[src/shared/gmrs_pkg.sv]
// management register set constants: offsets, fields, reset values
// assumes a clause-22 style register port with 5-bit register addresses
package gmrs_pkg;
	// ******************************************************
	// register addresses
	// ******************************************************
	localparam logic [4:0] ADDR_GIG_CTRL = 5'h09;
	localparam logic [4:0] ADDR_GIG_STAT = 5'h0A;
	localparam logic [4:0] ADDR_IND_CTRL = 5'h0D;
	localparam logic [4:0] ADDR_IND_DATA = 5'h0E;
	localparam logic [4:0] ADDR_EXT_STAT = 5'h0F;
	localparam logic [4:0] ADDR_VEND_CTRL = 5'h10;
	localparam logic [4:0] ADDR_VEND_STAT = 5'h11;
	localparam logic [4:0] ADDR_EVT_MASK = 5'h12;
	localparam logic [4:0] ADDR_EVT_FLAGS = 5'h13;
	localparam logic [4:0] ADDR_EXT_PTR = 5'h1E;
	localparam logic [4:0] ADDR_EXT_WIN = 5'h1F;

	// ******************************************************
	// reset values
	// ******************************************************
	localparam logic [15:0] RST_GIG_CTRL = 16'h0200;
	localparam logic [15:0] RST_VEND_CTRL = 16'h0062;
	localparam logic [15:0] RST_EXT_WIN = 16'h1C8D;
	localparam logic [15:0] RST_ZERO = 16'h0000;
	localparam logic [15:0] EXT_STAT_BASE = 16'h2000;

	// ******************************************************
	// field positions
	// ******************************************************
	localparam int TEST_HI = 15;
	localparam int TEST_LO = 13;
	localparam int BIT_ROLE_EN = 12;
	localparam int BIT_ROLE_VAL = 11;
	localparam int BIT_PORT_TYPE = 10;
	localparam int BIT_FD_ADV = 9;
	localparam int BIT_HD_ADV = 8;
	localparam int BIT_FAULT = 15;
	localparam int BIT_ROLE_RES = 14;
	localparam int BIT_LRX = 13;
	localparam int BIT_RRX = 12;
	localparam int BIT_LP_FD = 11;
	localparam int BIT_LP_HD = 10;
	localparam int KIND_HI = 15;
	localparam int KIND_LO = 14;
	localparam int DEV_HI = 4;
	localparam int BIT_XF = 15;
	localparam int BIT_XH = 14;
	localparam int BIT_TF = 13;
	localparam int BIT_TH = 12;

	localparam logic [2:0] FAULT_ATTEMPTS = 3'h7;
	localparam logic [7:0] IDLE_ERR_MAX = 8'hFF;

	typedef enum logic [2:0] {
		normal_operation = 3'b000,
		waveform_test = 3'b001,
		jitter_test_master = 3'b010,
		jitter_test_slave = 3'b011,
		distortion_test = 3'b100
	} gmrs_test_e;

	typedef enum logic [1:0] {
		KIND_ADDRESS = 2'b00,
		KIND_DATA = 2'b01,
		KIND_DATA_INC_RW = 2'b10,
		KIND_DATA_INC_WR = 2'b11
	} gmrs_kind_e;
endpackage

[src/hdl/gmrs_sat_counter.sv]
// saturating event counter with synchronous clear
// assumes inc_i and clr_i are on clk_i; clear wins over count
`timescale 1ns/1ps
module gmrs_sat_counter #(
	parameter int W = 8
) (
	input wire logic clk_i, // clock
	input wire logic rst_n_i, // async reset, active low
	input wire logic inc_i, // count one event
	input wire logic clr_i, // clear to zero
	output logic [W-1:0] count_o // current count
);
	wire logic at_max;
	assign at_max = &count_o;

	// ******************************************************
	// counter
	// ******************************************************
	// saturate, clear
	always_ff @(posedge clk_i or negedge rst_n_i) begin
		if (!rst_n_i) begin
			count_o <= '0;
		end else if (clr_i) begin
			count_o <= '0;
		end else if (inc_i && !at_max) begin
			count_o <= count_o + 1'b1;
		end
	end
endmodule

[src/hdl/gmrs_regs.sv]
// gigabit management register set behind the management register port
// assumes one-cycle read/write strobes and status inputs on clk_i
// Behaviour
// - test select 15:13 picks normal, waveform, jitter master/slave, distortion.
// - manual role enable uses role value; one master, zero slave.
// - port type bit advertises single or multi port to resolution.
// - gigabit full duplex advertisement forced one in converter mode.
// - gigabit half duplex advertisement always reads disabled.
// - fault flag set when resolve attempts reach seven with manual role enabled; other attempts are not counted.
// - fault clears on status read, negotiation enable or completion.
// - resolution bit reads one for master, zero for slave.
// - local and remote receiver ok bits, one means ok.
// - partner gigabit full and half duplex ability bits.
// - eight bit idle error counter in gigabit status.
// - kind 00 routes data accesses to selected device address register.
// - kinds 01..11 route data accesses to pointed register.
// - five bit device field selects target manageable device.
// - data register holds address or content; manager sets control first.
// - extended status is read only; writes change nothing.
// - extended ability flags; copper half duplex always unsupported.
// - reserved low byte of gigabit control reads zero.
// - vendor control resets 0062, window 1C8D, gigabit control 0200, others zero.
`timescale 1ns/1ps
module gmrs_regs (
	input wire logic clk_i, // 20 MHz management clock
	input wire logic rst_n_i, // async reset, active low
	input wire logic [4:0] reg_addr_i, // register address
	input wire logic reg_wr_i, // write strobe, one cycle
	input wire logic reg_rd_i, // read strobe, one cycle
	input wire logic [15:0] reg_wdata_i, // write data
	output logic [15:0] reg_rdata_o, // read data, valid after read
	input wire logic converter_mode_i, // device in converter mode
	input wire logic an_enable_i, // negotiation enable pulse
	input wire logic an_complete_i, // negotiation complete pulse
	input wire logic resolve_attempt_i, // one role resolve attempt
	input wire logic resolved_master_i, // resolved role is master
	input wire logic local_rx_ok_i, // local receiver ok
	input wire logic remote_rx_ok_i, // remote receiver ok
	input wire logic lp_gig_full_i, // partner gig full duplex able
	input wire logic lp_gig_half_i, // partner gig half duplex able
	input wire logic idle_error_i, // idle symbol error pulse
	input wire logic fiber_full_able_i, // 1000BASE-X full able
	input wire logic fiber_half_able_i, // 1000BASE-X half able
	input wire logic copper_full_able_i, // 1000BASE-T full able
	input wire logic [15:0] mmd_rdata_i, // target register content
	input wire logic [15:0] vend_stat_i, // vendor status word
	output logic [2:0] tx_test_select_o, // transmit test mode
	output logic role_force_o, // manual role in use
	output logic role_master_o, // forced role is master
	output logic port_type_adv_o, // advertised port type
	output logic gig_fd_adv_o, // full duplex advertised
	output logic [4:0] mmd_dev_o, // target manageable device
	output logic [15:0] mmd_addr_o, // pointer within target
	output logic mmd_wr_o, // write pulse to target register
	output logic mmd_rd_o, // read pulse to target register
	output logic [15:0] mmd_wdata_o // data to target register
);
	// ******************************************************
	// local storage
	// ******************************************************
	logic [15:0] gig_ctrl;
	logic fault;
	logic [2:0] attempts;
	logic [1:0] ind_kind;
	logic [4:0] ind_dev;
	logic [15:0] ind_data;
	logic [15:0] vend_ctrl;
	logic [15:0] evt_mask;
	logic [15:0] evt_flags;
	logic [15:0] ext_ptr;
	logic [15:0] ext_win;
	// per-device address pointers, one per manageable device
	logic [15:0] mmd_ptr [0:31];
	logic [7:0] idle_count;

	// ******************************************************
	// decode
	// ******************************************************
	wire logic wr_gig_ctrl;
	wire logic wr_ind_ctrl;
	wire logic wr_ind_data;
	wire logic rd_ind_data;
	wire logic wr_vend_ctrl;
	wire logic wr_evt_mask;
	wire logic wr_ext_ptr;
	wire logic wr_ext_win;
	wire logic rd_gig_stat;
	wire logic rd_evt_flags;
	wire logic kind_addr;
	wire logic inc_ptr;
	wire logic inc_on_any;
	wire logic inc_on_write;
	wire logic attempt_step;
	wire logic fault_clear;
	wire logic [15:0] gig_ctrl_view;
	wire logic [15:0] gig_stat_view;
	wire logic [15:0] ind_ctrl_view;
	wire logic [15:0] ext_stat_view;
	wire logic [15:0] ind_data_view;
	logic [15:0] next_rdata;

	assign wr_gig_ctrl = reg_wr_i && reg_addr_i == gmrs_pkg::ADDR_GIG_CTRL;
	assign wr_ind_ctrl = reg_wr_i && reg_addr_i == gmrs_pkg::ADDR_IND_CTRL;
	assign wr_ind_data = reg_wr_i && reg_addr_i == gmrs_pkg::ADDR_IND_DATA;
	assign rd_ind_data = reg_rd_i && reg_addr_i == gmrs_pkg::ADDR_IND_DATA;
	assign wr_vend_ctrl = reg_wr_i && reg_addr_i == gmrs_pkg::ADDR_VEND_CTRL;
	assign wr_evt_mask = reg_wr_i && reg_addr_i == gmrs_pkg::ADDR_EVT_MASK;
	assign wr_ext_ptr = reg_wr_i && reg_addr_i == gmrs_pkg::ADDR_EXT_PTR;
	assign wr_ext_win = reg_wr_i && reg_addr_i == gmrs_pkg::ADDR_EXT_WIN;
	assign rd_gig_stat = reg_rd_i && reg_addr_i == gmrs_pkg::ADDR_GIG_STAT;
	assign rd_evt_flags = reg_rd_i && reg_addr_i == gmrs_pkg::ADDR_EVT_FLAGS;

	assign kind_addr = ind_kind == gmrs_pkg::KIND_ADDRESS;
	assign inc_on_any = ind_kind == gmrs_pkg::KIND_DATA_INC_RW
		&& (wr_ind_data || rd_ind_data);
	assign inc_on_write = ind_kind == gmrs_pkg::KIND_DATA_INC_WR
		&& wr_ind_data;
	assign inc_ptr = inc_on_any || inc_on_write;

	assign attempt_step = resolve_attempt_i && role_force_o;
	assign fault_clear = rd_gig_stat || an_enable_i || an_complete_i;

	assign gig_ctrl_view = {
		gig_ctrl[gmrs_pkg::TEST_HI:gmrs_pkg::BIT_FD_ADV + 1],
		gig_ctrl[gmrs_pkg::BIT_FD_ADV] | converter_mode_i,
		1'b0, 8'h00};

	assign gig_stat_view = {fault, resolved_master_i, local_rx_ok_i,
		remote_rx_ok_i, lp_gig_full_i, lp_gig_half_i, 2'b00, idle_count};

	assign ind_ctrl_view = {ind_kind, 9'h000, ind_dev};

	assign ext_stat_view = {fiber_full_able_i, fiber_half_able_i,
		copper_full_able_i, 1'b0, 12'h000};

	assign ind_data_view = kind_addr ? mmd_ptr[ind_dev] : mmd_rdata_i;

	always_comb begin
		next_rdata = gmrs_pkg::RST_ZERO;
		case (reg_addr_i)
			gmrs_pkg::ADDR_GIG_CTRL: next_rdata = gig_ctrl_view;
			gmrs_pkg::ADDR_GIG_STAT: next_rdata = gig_stat_view;
			gmrs_pkg::ADDR_IND_CTRL: next_rdata = ind_ctrl_view;
			gmrs_pkg::ADDR_IND_DATA: next_rdata = ind_data_view;
			gmrs_pkg::ADDR_EXT_STAT: next_rdata = ext_stat_view;
			gmrs_pkg::ADDR_VEND_CTRL: next_rdata = vend_ctrl;
			gmrs_pkg::ADDR_VEND_STAT: next_rdata = vend_stat_i;
			gmrs_pkg::ADDR_EVT_MASK: next_rdata = evt_mask;
			gmrs_pkg::ADDR_EVT_FLAGS: next_rdata = evt_flags;
			gmrs_pkg::ADDR_EXT_PTR: next_rdata = ext_ptr;
			gmrs_pkg::ADDR_EXT_WIN: next_rdata = ext_win;
			default: next_rdata = gmrs_pkg::RST_ZERO;
		endcase
	end

	// ******************************************************
	// read port
	// ******************************************************
	// data stands until the next read strobe
	always_ff @(posedge clk_i or negedge rst_n_i) begin
		if (!rst_n_i) begin
			reg_rdata_o <= gmrs_pkg::RST_ZERO;
		end else if (reg_rd_i) begin
			reg_rdata_o <= next_rdata;
		end
	end

	// ******************************************************
	// gigabit control
	// ******************************************************
	// test select
	always_ff @(posedge clk_i or negedge rst_n_i) begin
		if (!rst_n_i) begin
			gig_ctrl <= gmrs_pkg::RST_GIG_CTRL;
		end else if (wr_gig_ctrl) begin
			gig_ctrl <= reg_wdata_i;
		end
	end

	// outputs registered; encodings above distortion test fall back to normal
	always_ff @(posedge clk_i or negedge rst_n_i) begin
		if (!rst_n_i) begin
			tx_test_select_o <= gmrs_pkg::normal_operation;
			role_force_o <= 1'b0;
			role_master_o <= 1'b0;
			port_type_adv_o <= 1'b0;
			gig_fd_adv_o <= 1'b0;
		end else begin
			tx_test_select_o <= (gig_ctrl[gmrs_pkg::TEST_HI:gmrs_pkg::TEST_LO]
				> gmrs_pkg::distortion_test) ? gmrs_pkg::normal_operation
				: gig_ctrl[gmrs_pkg::TEST_HI:gmrs_pkg::TEST_LO];
			role_force_o <= gig_ctrl[gmrs_pkg::BIT_ROLE_EN];
			role_master_o <= gig_ctrl[gmrs_pkg::BIT_ROLE_EN]
				& gig_ctrl[gmrs_pkg::BIT_ROLE_VAL];
			port_type_adv_o <= gig_ctrl[gmrs_pkg::BIT_PORT_TYPE];
			gig_fd_adv_o <= gig_ctrl_view[gmrs_pkg::BIT_FD_ADV];
		end
	end

	// ******************************************************
	// gigabit status
	// ******************************************************
	// set at seven, set wins over clear
	// count parks at seven so a held fault cannot re-arm itself
	// an attempt in the read cycle still raises the fault
	always_ff @(posedge clk_i or negedge rst_n_i) begin
		if (!rst_n_i) begin
			attempts <= 3'h0;
			fault <= 1'b0;
		end else begin
			if (an_enable_i || an_complete_i) begin
				attempts <= 3'h0;
			end else if (attempt_step && attempts != gmrs_pkg::FAULT_ATTEMPTS) begin
				attempts <= attempts + 3'h1;
			end
			if (attempt_step
				&& attempts == gmrs_pkg::FAULT_ATTEMPTS - 3'h1) begin
				fault <= 1'b1;
			end else if (fault_clear) begin
				fault <= 1'b0;
			end
		end
	end

	// status read clears the count
	// clear wins: an error in the read cycle is not counted
	gmrs_sat_counter #(
		.W(8)
	) u_idle_count (
		.clk_i(clk_i),
		.rst_n_i(rst_n_i),
		.inc_i(idle_error_i),
		.clr_i(rd_gig_stat),
		.count_o(idle_count)
	);

	// ******************************************************
	// indirect access
	// ******************************************************
	// control first, then data
	always_ff @(posedge clk_i or negedge rst_n_i) begin
		if (!rst_n_i) begin
			ind_kind <= gmrs_pkg::KIND_ADDRESS;
			ind_dev <= 5'h00;
			ind_data <= gmrs_pkg::RST_ZERO;
		end else begin
			if (wr_ind_ctrl) begin
				ind_kind <= reg_wdata_i[gmrs_pkg::KIND_HI:gmrs_pkg::KIND_LO];
				ind_dev <= reg_wdata_i[gmrs_pkg::DEV_HI:0];
			end
			if (wr_ind_data) begin
				ind_data <= reg_wdata_i;
			end
		end
	end

	always_ff @(posedge clk_i or negedge rst_n_i) begin
		if (!rst_n_i) begin
			for (int i = 0; i < 32; i++) begin
				mmd_ptr[i] <= gmrs_pkg::RST_ZERO;
			end
		end else if (wr_ind_data && kind_addr) begin
			mmd_ptr[ind_dev] <= reg_wdata_i;
		end else if (inc_ptr) begin
			mmd_ptr[ind_dev] <= mmd_ptr[ind_dev] + 16'h0001;
		end
	end

	// data access pulses
	// address registered beside the pulse, so the target sees the
	// pre-increment pointer together with the write or read pulse
	always_ff @(posedge clk_i or negedge rst_n_i) begin
		if (!rst_n_i) begin
			mmd_dev_o <= 5'h00;
			mmd_addr_o <= gmrs_pkg::RST_ZERO;
			mmd_wr_o <= 1'b0;
			mmd_rd_o <= 1'b0;
			mmd_wdata_o <= gmrs_pkg::RST_ZERO;
		end else begin
			mmd_dev_o <= ind_dev;
			mmd_addr_o <= mmd_ptr[ind_dev];
			mmd_wr_o <= wr_ind_data && !kind_addr;
			mmd_rd_o <= rd_ind_data && !kind_addr;
			mmd_wdata_o <= ind_data;
			if (wr_ind_data) begin
				mmd_wdata_o <= reg_wdata_i;
			end
		end
	end

	// ******************************************************
	// vendor group
	// ******************************************************
	// vendor reset values
	// no write path to extended status
	// window is plain storage; nothing sits behind the pointer
	always_ff @(posedge clk_i or negedge rst_n_i) begin
		if (!rst_n_i) begin
			vend_ctrl <= gmrs_pkg::RST_VEND_CTRL;
			evt_mask <= gmrs_pkg::RST_ZERO;
			evt_flags <= gmrs_pkg::RST_ZERO;
			ext_ptr <= gmrs_pkg::RST_ZERO;
			ext_win <= gmrs_pkg::RST_EXT_WIN;
		end else begin
			if (wr_vend_ctrl) begin
				vend_ctrl <= reg_wdata_i;
			end
			if (wr_evt_mask) begin
				evt_mask <= reg_wdata_i;
			end
			// event sources not modelled; read still clears
			if (rd_evt_flags) begin
				evt_flags <= gmrs_pkg::RST_ZERO;
			end
			if (wr_ext_ptr) begin
				ext_ptr <= reg_wdata_i;
			end
			if (wr_ext_win) begin
				ext_win <= reg_wdata_i;
			end
		end
	end
endmodule

[config.mk]
export PLATFORM = sky130hd
export DESIGN_NAME = gmrs_regs
export DESIGN_NICKNAME = d
export VERILOG_FILES = /design/src/shared/gmrs_pkg.sv /design/src/hdl/gmrs_sat_counter.sv /design/src/hdl/gmrs_regs.sv
export SDC_FILE = /design/constraint.sdc
export NUM_CORES = 1
export LEC_CHECK = 0
export BUFFER_PORTS_ARGS = -buffer_cell sky130_fd_sc_hd__clkbuf_2
export CORE_ASPECT_RATIO = 1.4
export CORE_UTILIZATION = 32
export DETAILED_ROUTE_END_ITERATION = 10
export GPL_TIMING_DRIVEN = 0
export SLEW_MARGIN = 20
export SYNTH_ARGS = -nofsm -noshare
export SYNTH_HDL_FRONTEND = slang
export SYNTH_SLANG_ARGS = --single-unit
[constraint.sdc]
create_clock -name clk_i -period 3.8 [get_ports clk_i]
set_input_delay 0.95 -clock clk_i [delete_from_list [all_inputs] [get_ports clk_i]]
set_output_delay 0.95 -clock clk_i [all_outputs]
set_load 0.05 [all_outputs]
Word-level counts from Yosys, hierarchy flattened
Cells that the tools add are included.

word-level totals
  logic and storage cells = 126
  register bits after elaboration = 673
  bits in writable memories = 0
  output and inout bits = 62
  memories kept = 0
  bits in read-only memories = 0
  bits in latches = 0
  input bits = 70

cells by class
  order comparisons = 3
  eq/ne operators = 14
  multiplexer cells = 18
  divide/modulo/power cells = 0
  add/sub/neg operators = 3
  shift-type cells = 0
  multiply operators = 0
  bitwise operators = 3
  reduce and logical (&&, ||, !) cells = 32

operator list
  cell                                                        count
  bitwise mux 512 bit                                         2
  2-to-1 mux 512 bit                                          2
  one-hot mux 16 bit (10 select lines)                        1
  binary-select mux 16 bit (select 5 bit)                     1
  demux 16 bit (select 5 bit)                                 1
  2-to-1 mux 16 bit                                           4
  == test 5 x 4 -> 1 bit, second input constant               5
  == test 5 bit, second input constant                        5
  logical AND 1 bit                                           19
  adder 16 x 1 -> 16 bit, second input constant               1
  2-to-1 mux 8 bit                                            2
  2-to-1 mux 3 bit                                            3
  adder 8 x 1 -> 8 bit, second input constant                 1
  AND reduction 8 bit                                         1
  nonzero test 2 bit                                          4
  greater-or-equal comparator 6 bit, second input constant    1
  less-than comparator 6 x 1 -> 1 bit, second input constant  1
  NOT 5 -> 6 bit                                              1
  logical OR 1 bit                                            5
  == test 2 bit, second input constant                        2
  adder 3 x 1 -> 3 bit, second input constant                 1
  == test 3 bit, second input constant                        1
  greater-than comparator 3 bit, second input constant        1
  inequality test 3 bit, second input constant                1
  other kinds (5)                                             7

Logic depth before layout (Yosys ltp)
  depth in word-level cells = 8
  mapped depth = 15
  depth with buffers taken out = 10

Hierarchy
From an unflattened synthesis, not the netlist that was laid out.

unflattened totals
  cells, all modules = 3,386
  area total of the unflattened synthesis = 32,698.9 um^2

by module, submodules not included
  module            area each (um^2)  times used  seq. area each (um^2)  cells each
  gmrs_regs         32,193.4          1           16,429.5               3,339
  gmrs_sat_counter  505.5             1           200.2                  47

Least setup slack after synthesis
Ideal clock, no wire load.

  path kind = input port to flip-flop
  from = in reg_addr_i[1]
  to = reg mmd_ptr[271] (netlist bit)
  data required time = 3,710 ps
  setup slack = 546 ps
  buffers on the path = 2
  cell stages on the path = 9
  data arrival time = 3,164 ps
  library setup time = 90 ps
  path through = clkbuf_1 nand2b_1 nor3_1 clkbuf_1 a21boi_1 nand3_1 nor2_1 nand2_1 o221ai_1

on the way
  cells in the longest elaborated chain, start to end = 6
  elaborated cells between the ends (all ways) = 10
  those cells by class = eq/ne (1); mux (1); reduce/logical (8)

RTL lines
  element                                      RTL line                            source
  start: declaration                           gmrs_regs.sv:27                     input wire logic [4:0] reg_addr_i,
  == test 5 x 4 -> 1 bit (*)                   gmrs_regs.sv:104, gmrs_regs.sv:105
  logical AND 1 bit, on equally long branches  gmrs_regs.sv:104, gmrs_regs.sv:105
  logical OR 1 bit                             gmrs_regs.sv:115                    && (wr_ind_data || rd_ind_data);
  logical AND 1 bit                            gmrs_regs.sv:115
  logical OR 1 bit                             gmrs_regs.sv:118                    assign inc_ptr = inc_on_any || inc_on_write;
  nonzero test 2 bit (no line)                 n/a
  end signal: indexed assignment               gmrs_regs.sv:260                    mmd_ptr[i] <= gmrs_pkg::RST_ZERO;
  end signal: indexed assignment               gmrs_regs.sv:263                    mmd_ptr[ind_dev] <= reg_wdata_i;
  end signal: indexed assignment               gmrs_regs.sv:265                    mmd_ptr[ind_dev] <= mmd_ptr[ind_dev] + 16'h0001;
  end: declaration                             gmrs_regs.sv:73                     logic [15:0] mmd_ptr [0:31];

Mark *: on every way between the ends. The rest lies on a longest branch, timed or not.
A chain may end at the register's enable or synchronous reset.

Final worst setup path
  from = in reg_addr_i[0]
  to = reg mmd_ptr[345] (netlist bit)

The elaborated chain is that of the path after synthesis.

==> flow_summary.json <==
{
  "setup_viol": 3,
  "synthMuxAreaShare_pct": 11.6,
  "die_w_um": 269,
  "multi_input_area_um2": 15400,
  "yosys.area_share.xor_xnor_pct": 0.517,
  "tightest_slew_ps": 1150,
  "nets": 3552,
  "rsz0062_at_grt": "yes",
  "port_buffers": 128,
  "drive_gt1_share_pct": 20.3,
  "cts_tree": "yes",
  "grt-ovfl-total": 0,
  "root_buffer": "clkbuf_16",
  "fmax_mhz": 262,
  "yosys_most_used_dff": "dfrtp_1",
  "slew_headroom_pct": 22.7,
  "seq_area_frac_synth_pct": 52.0,
  "path_class": "in -> reg",
  "worstPathArrival_ps": 4370,
  "yosys.area_share.simple_pct": 12.8,
  "slew_violations": 0,
  "num_rows": 136,
  "io_pins": 132,
  "startpoint_type": "input pin",
  "skew_ps": 29.8,
  "drv_cap": 0,
  "synth_top_family_by_area": "compound AO/OA/AOI/OAI gates",
  "viasPerCell": 5.96,
  "globalRouteTotalUtil_pct": 26.8,
  "crit_path_end_kind": "register",
  "crit-reg2reg-launch": "ind_dev[0]",
  "drcViolationCount": 0,
  "synth_cells": 3231,
  "synth_compound_area_share_pct": 19.0,
  "period_share_pct": 101,
  "htreeDepth": 3,
  "p_total_w": 0.0183,
  "grt_first_pass_wirelength_mm": 199,
  "stdcell_count": 4841,
  "antenna_found_initial": 2,
  "synth_area_leaders": "dfrtp_1 51%, mux2i_1 7.7%, nand2_1 7.0%, o21ai_0 4.0%, o221ai_1 3.6%",
  "vias": 28853,
  "crit_fanout": 10,
  "post-place-ws_ps": -1940,
  "initial_core_util_pct": 32.4,
  "drt-total-wl_mm": 137,
  "cp.required_ps": 4350,
  "synth-edff-count": 0,
  "avgSynthCellArea_um2": 9.89,
  "period_needed_ps": 3820,
  "area_growth_pct": 21.7,
  "syn_area_um2": 32000,
  "postLayoutCoreUtil_pct": 39.5,
  "dr.pass1.iters": 7,
  "antenna_left": 0,
  "core_um2": 98500,
  "ff2ff_setup_slack_ps": -20,
  "insertion_delay_ps": 650,
  "violations": "setup timing",
  "globalplace.congestion": 1.02,
  "yosysWarnings": 0,
  "fillerInstances": 9726,
  "yosysTopAreaCell": "dfrtp_1",
  "status": "finished with violations",
  "seqCellArea_um2": 16600,
  "drt-initial-drc-count": 3248,
  "grt_max_degree": 90,
  "synth_cell_types": 55,
  "synthesis.nets": 3306,
  "fin_ws_ps": -19.8,
  "wire_per_inst_um": 28.3,
  "grt_pass1_vias": 28477,
  "place_inst": 4679,
  "clock_sink_count": 664,
  "final_common_cell": "dfrtp_1",
  "die_h_um": 376,
  "power_leakage_nw": 15.7,
  "p_per_area_nw_per_um2": 470,
  "synthAdderAreaFrac_pct": 0.196,
  "cts.path.max_buffers": 3,
  "numCtsBuffers": 66,
  "ff2ff_path_depth": 11,
  "async_flop_share_pct": 100,
  "vdd_drop_max_mv": 0.454,
  "post-dp-hpwl_mm": 102,
  "rr_endpoint": "mmd_ptr[345]",
  "synth_top_area_share_pct": 51.1,
  "hold_path.class": "in -> async",
  "hold_viol": 0,
  "ys_seq_elements": 664,
  "clk_pin_slew_worst_paths_ps": 70,
  "die_area_um2": 101000,
  "final_cell_mix": "649 x dfrtp_1, 582 x nand2_1, 256 x o21ai_0"
}
[synth_stat cells, types with 31 or more instances]
cell and instances:
dfrtp_1 653, nand2_1 592, o21ai_0 256, mux2i_1 245, nor2_1 204, clkbuf_1 195
a21oi_1 188, o22ai_1 133, o221ai_1 131, a31oi_1 107, mux2_2 96, nand3_1 53
buf_2 32, o31ai_1 32, a22oi_1 31
[how the worst max path moves through the flow]
stage                        from           end  slack, ps  cells after the start
finish              reg_addr_i[0]  mmd_ptr[345]        -20                      9
global route           ind_dev[0]  mmd_ptr[383]        -30                     11
CTS                    ind_dev[2]  mmd_ptr[191]        -30                      7
detailed placement     ind_dev[3]   mmd_ptr[46]      -1940                     13
global placement          rst_n_i  mmd_ptr[256]     -14670                      1
floorplan           reg_addr_i[1]  mmd_ptr[271]        550                      9
[through the flow]
stage	cell area (um^2)	TNS (ps)	hold WS (ps)
after floorplan	32000	0	349
after global placement	34200	-	392
after detailed placement	34600	-787220	395
after CTS	38200	-125	270
after global routing	38900	-190	303
final	38900	-36.7	273
[timing repair]
action	CTS	global route
hold buffers	0	0
setup buffers	23	26
resized for setup	250	125
setup endpoints to repair	522	480
pin swaps	18	21
gates cloned	0	0
[layer usage]
| layer | vias up | GRT usage, % | share of wire [%] |
|---|---|---|---|
| li1 | 12264 | - | - |
| met2 | 1743 | 43.7 | 48 |
| met5 | - | 0 | 0 |
| met1 | 14311 | 29.3 | 35 |
| met3 | 535 | 5.56 | 8.0 |
| met4 | 0 | 24.4 | 9.9 |
[worst max-delay path: stages]
cell and delay, ps:
clkbuf_2 160, nand2b_1 200, nor3_1 80, clkbuf_2 240
nand3_1 530, nand2_1 650, nor2_2 870, nand2_1 390
o221ai_1 280
[cell type report]
type	count	share of cell area, %
plain buffers	257	3.91
multi-input cells	2282	39.5
inverters	20	0.193
well taps	1311	4.22
clock inverters	22	0.907
flip-flops and latches	664	42.8
diodes	2	0.0129
repair buffers	186	3.33
clock buffers	97	5.20
[cell families after synthesis]
family          after synthesis
compound gates              938
flops                       664
fa+ha+maj                     5
mux                         349
xor+xnor                     18
simple gates                972
buf+inv                     285
[flip-flops by register name, summed over array words and instances (netlist names)]
signal and count:
gig_fd_adv_o 1, tx_test_select_o 3, ind_dev 5, ext_ptr 16
mmd_ptr 512, fault 1, vend_ctrl 16, role_force_o 1
u_idle_count.count_o 8, evt_mask 16, mmd_rd_o 1, gig_ctrl 7
role_master_o 1, mmd_addr_o 16, mmd_wr_o 1, port_type_adv_o 1
attempts 3, mmd_dev_o 5, mmd_wdata_o 16, ind_kind 2
ext_win 16, reg_rdata_o 16
[power breakdown]
group | switching [W] | internal [W] | total, W
registers | 0.000256 | 0.00741 | 0.00767
clock network | 0.00307 | 0.00432 | 0.00739
logic | 0.00223 | 0.00101 | 0.00324
Note: power is estimated with default switching activity, not from simulation.
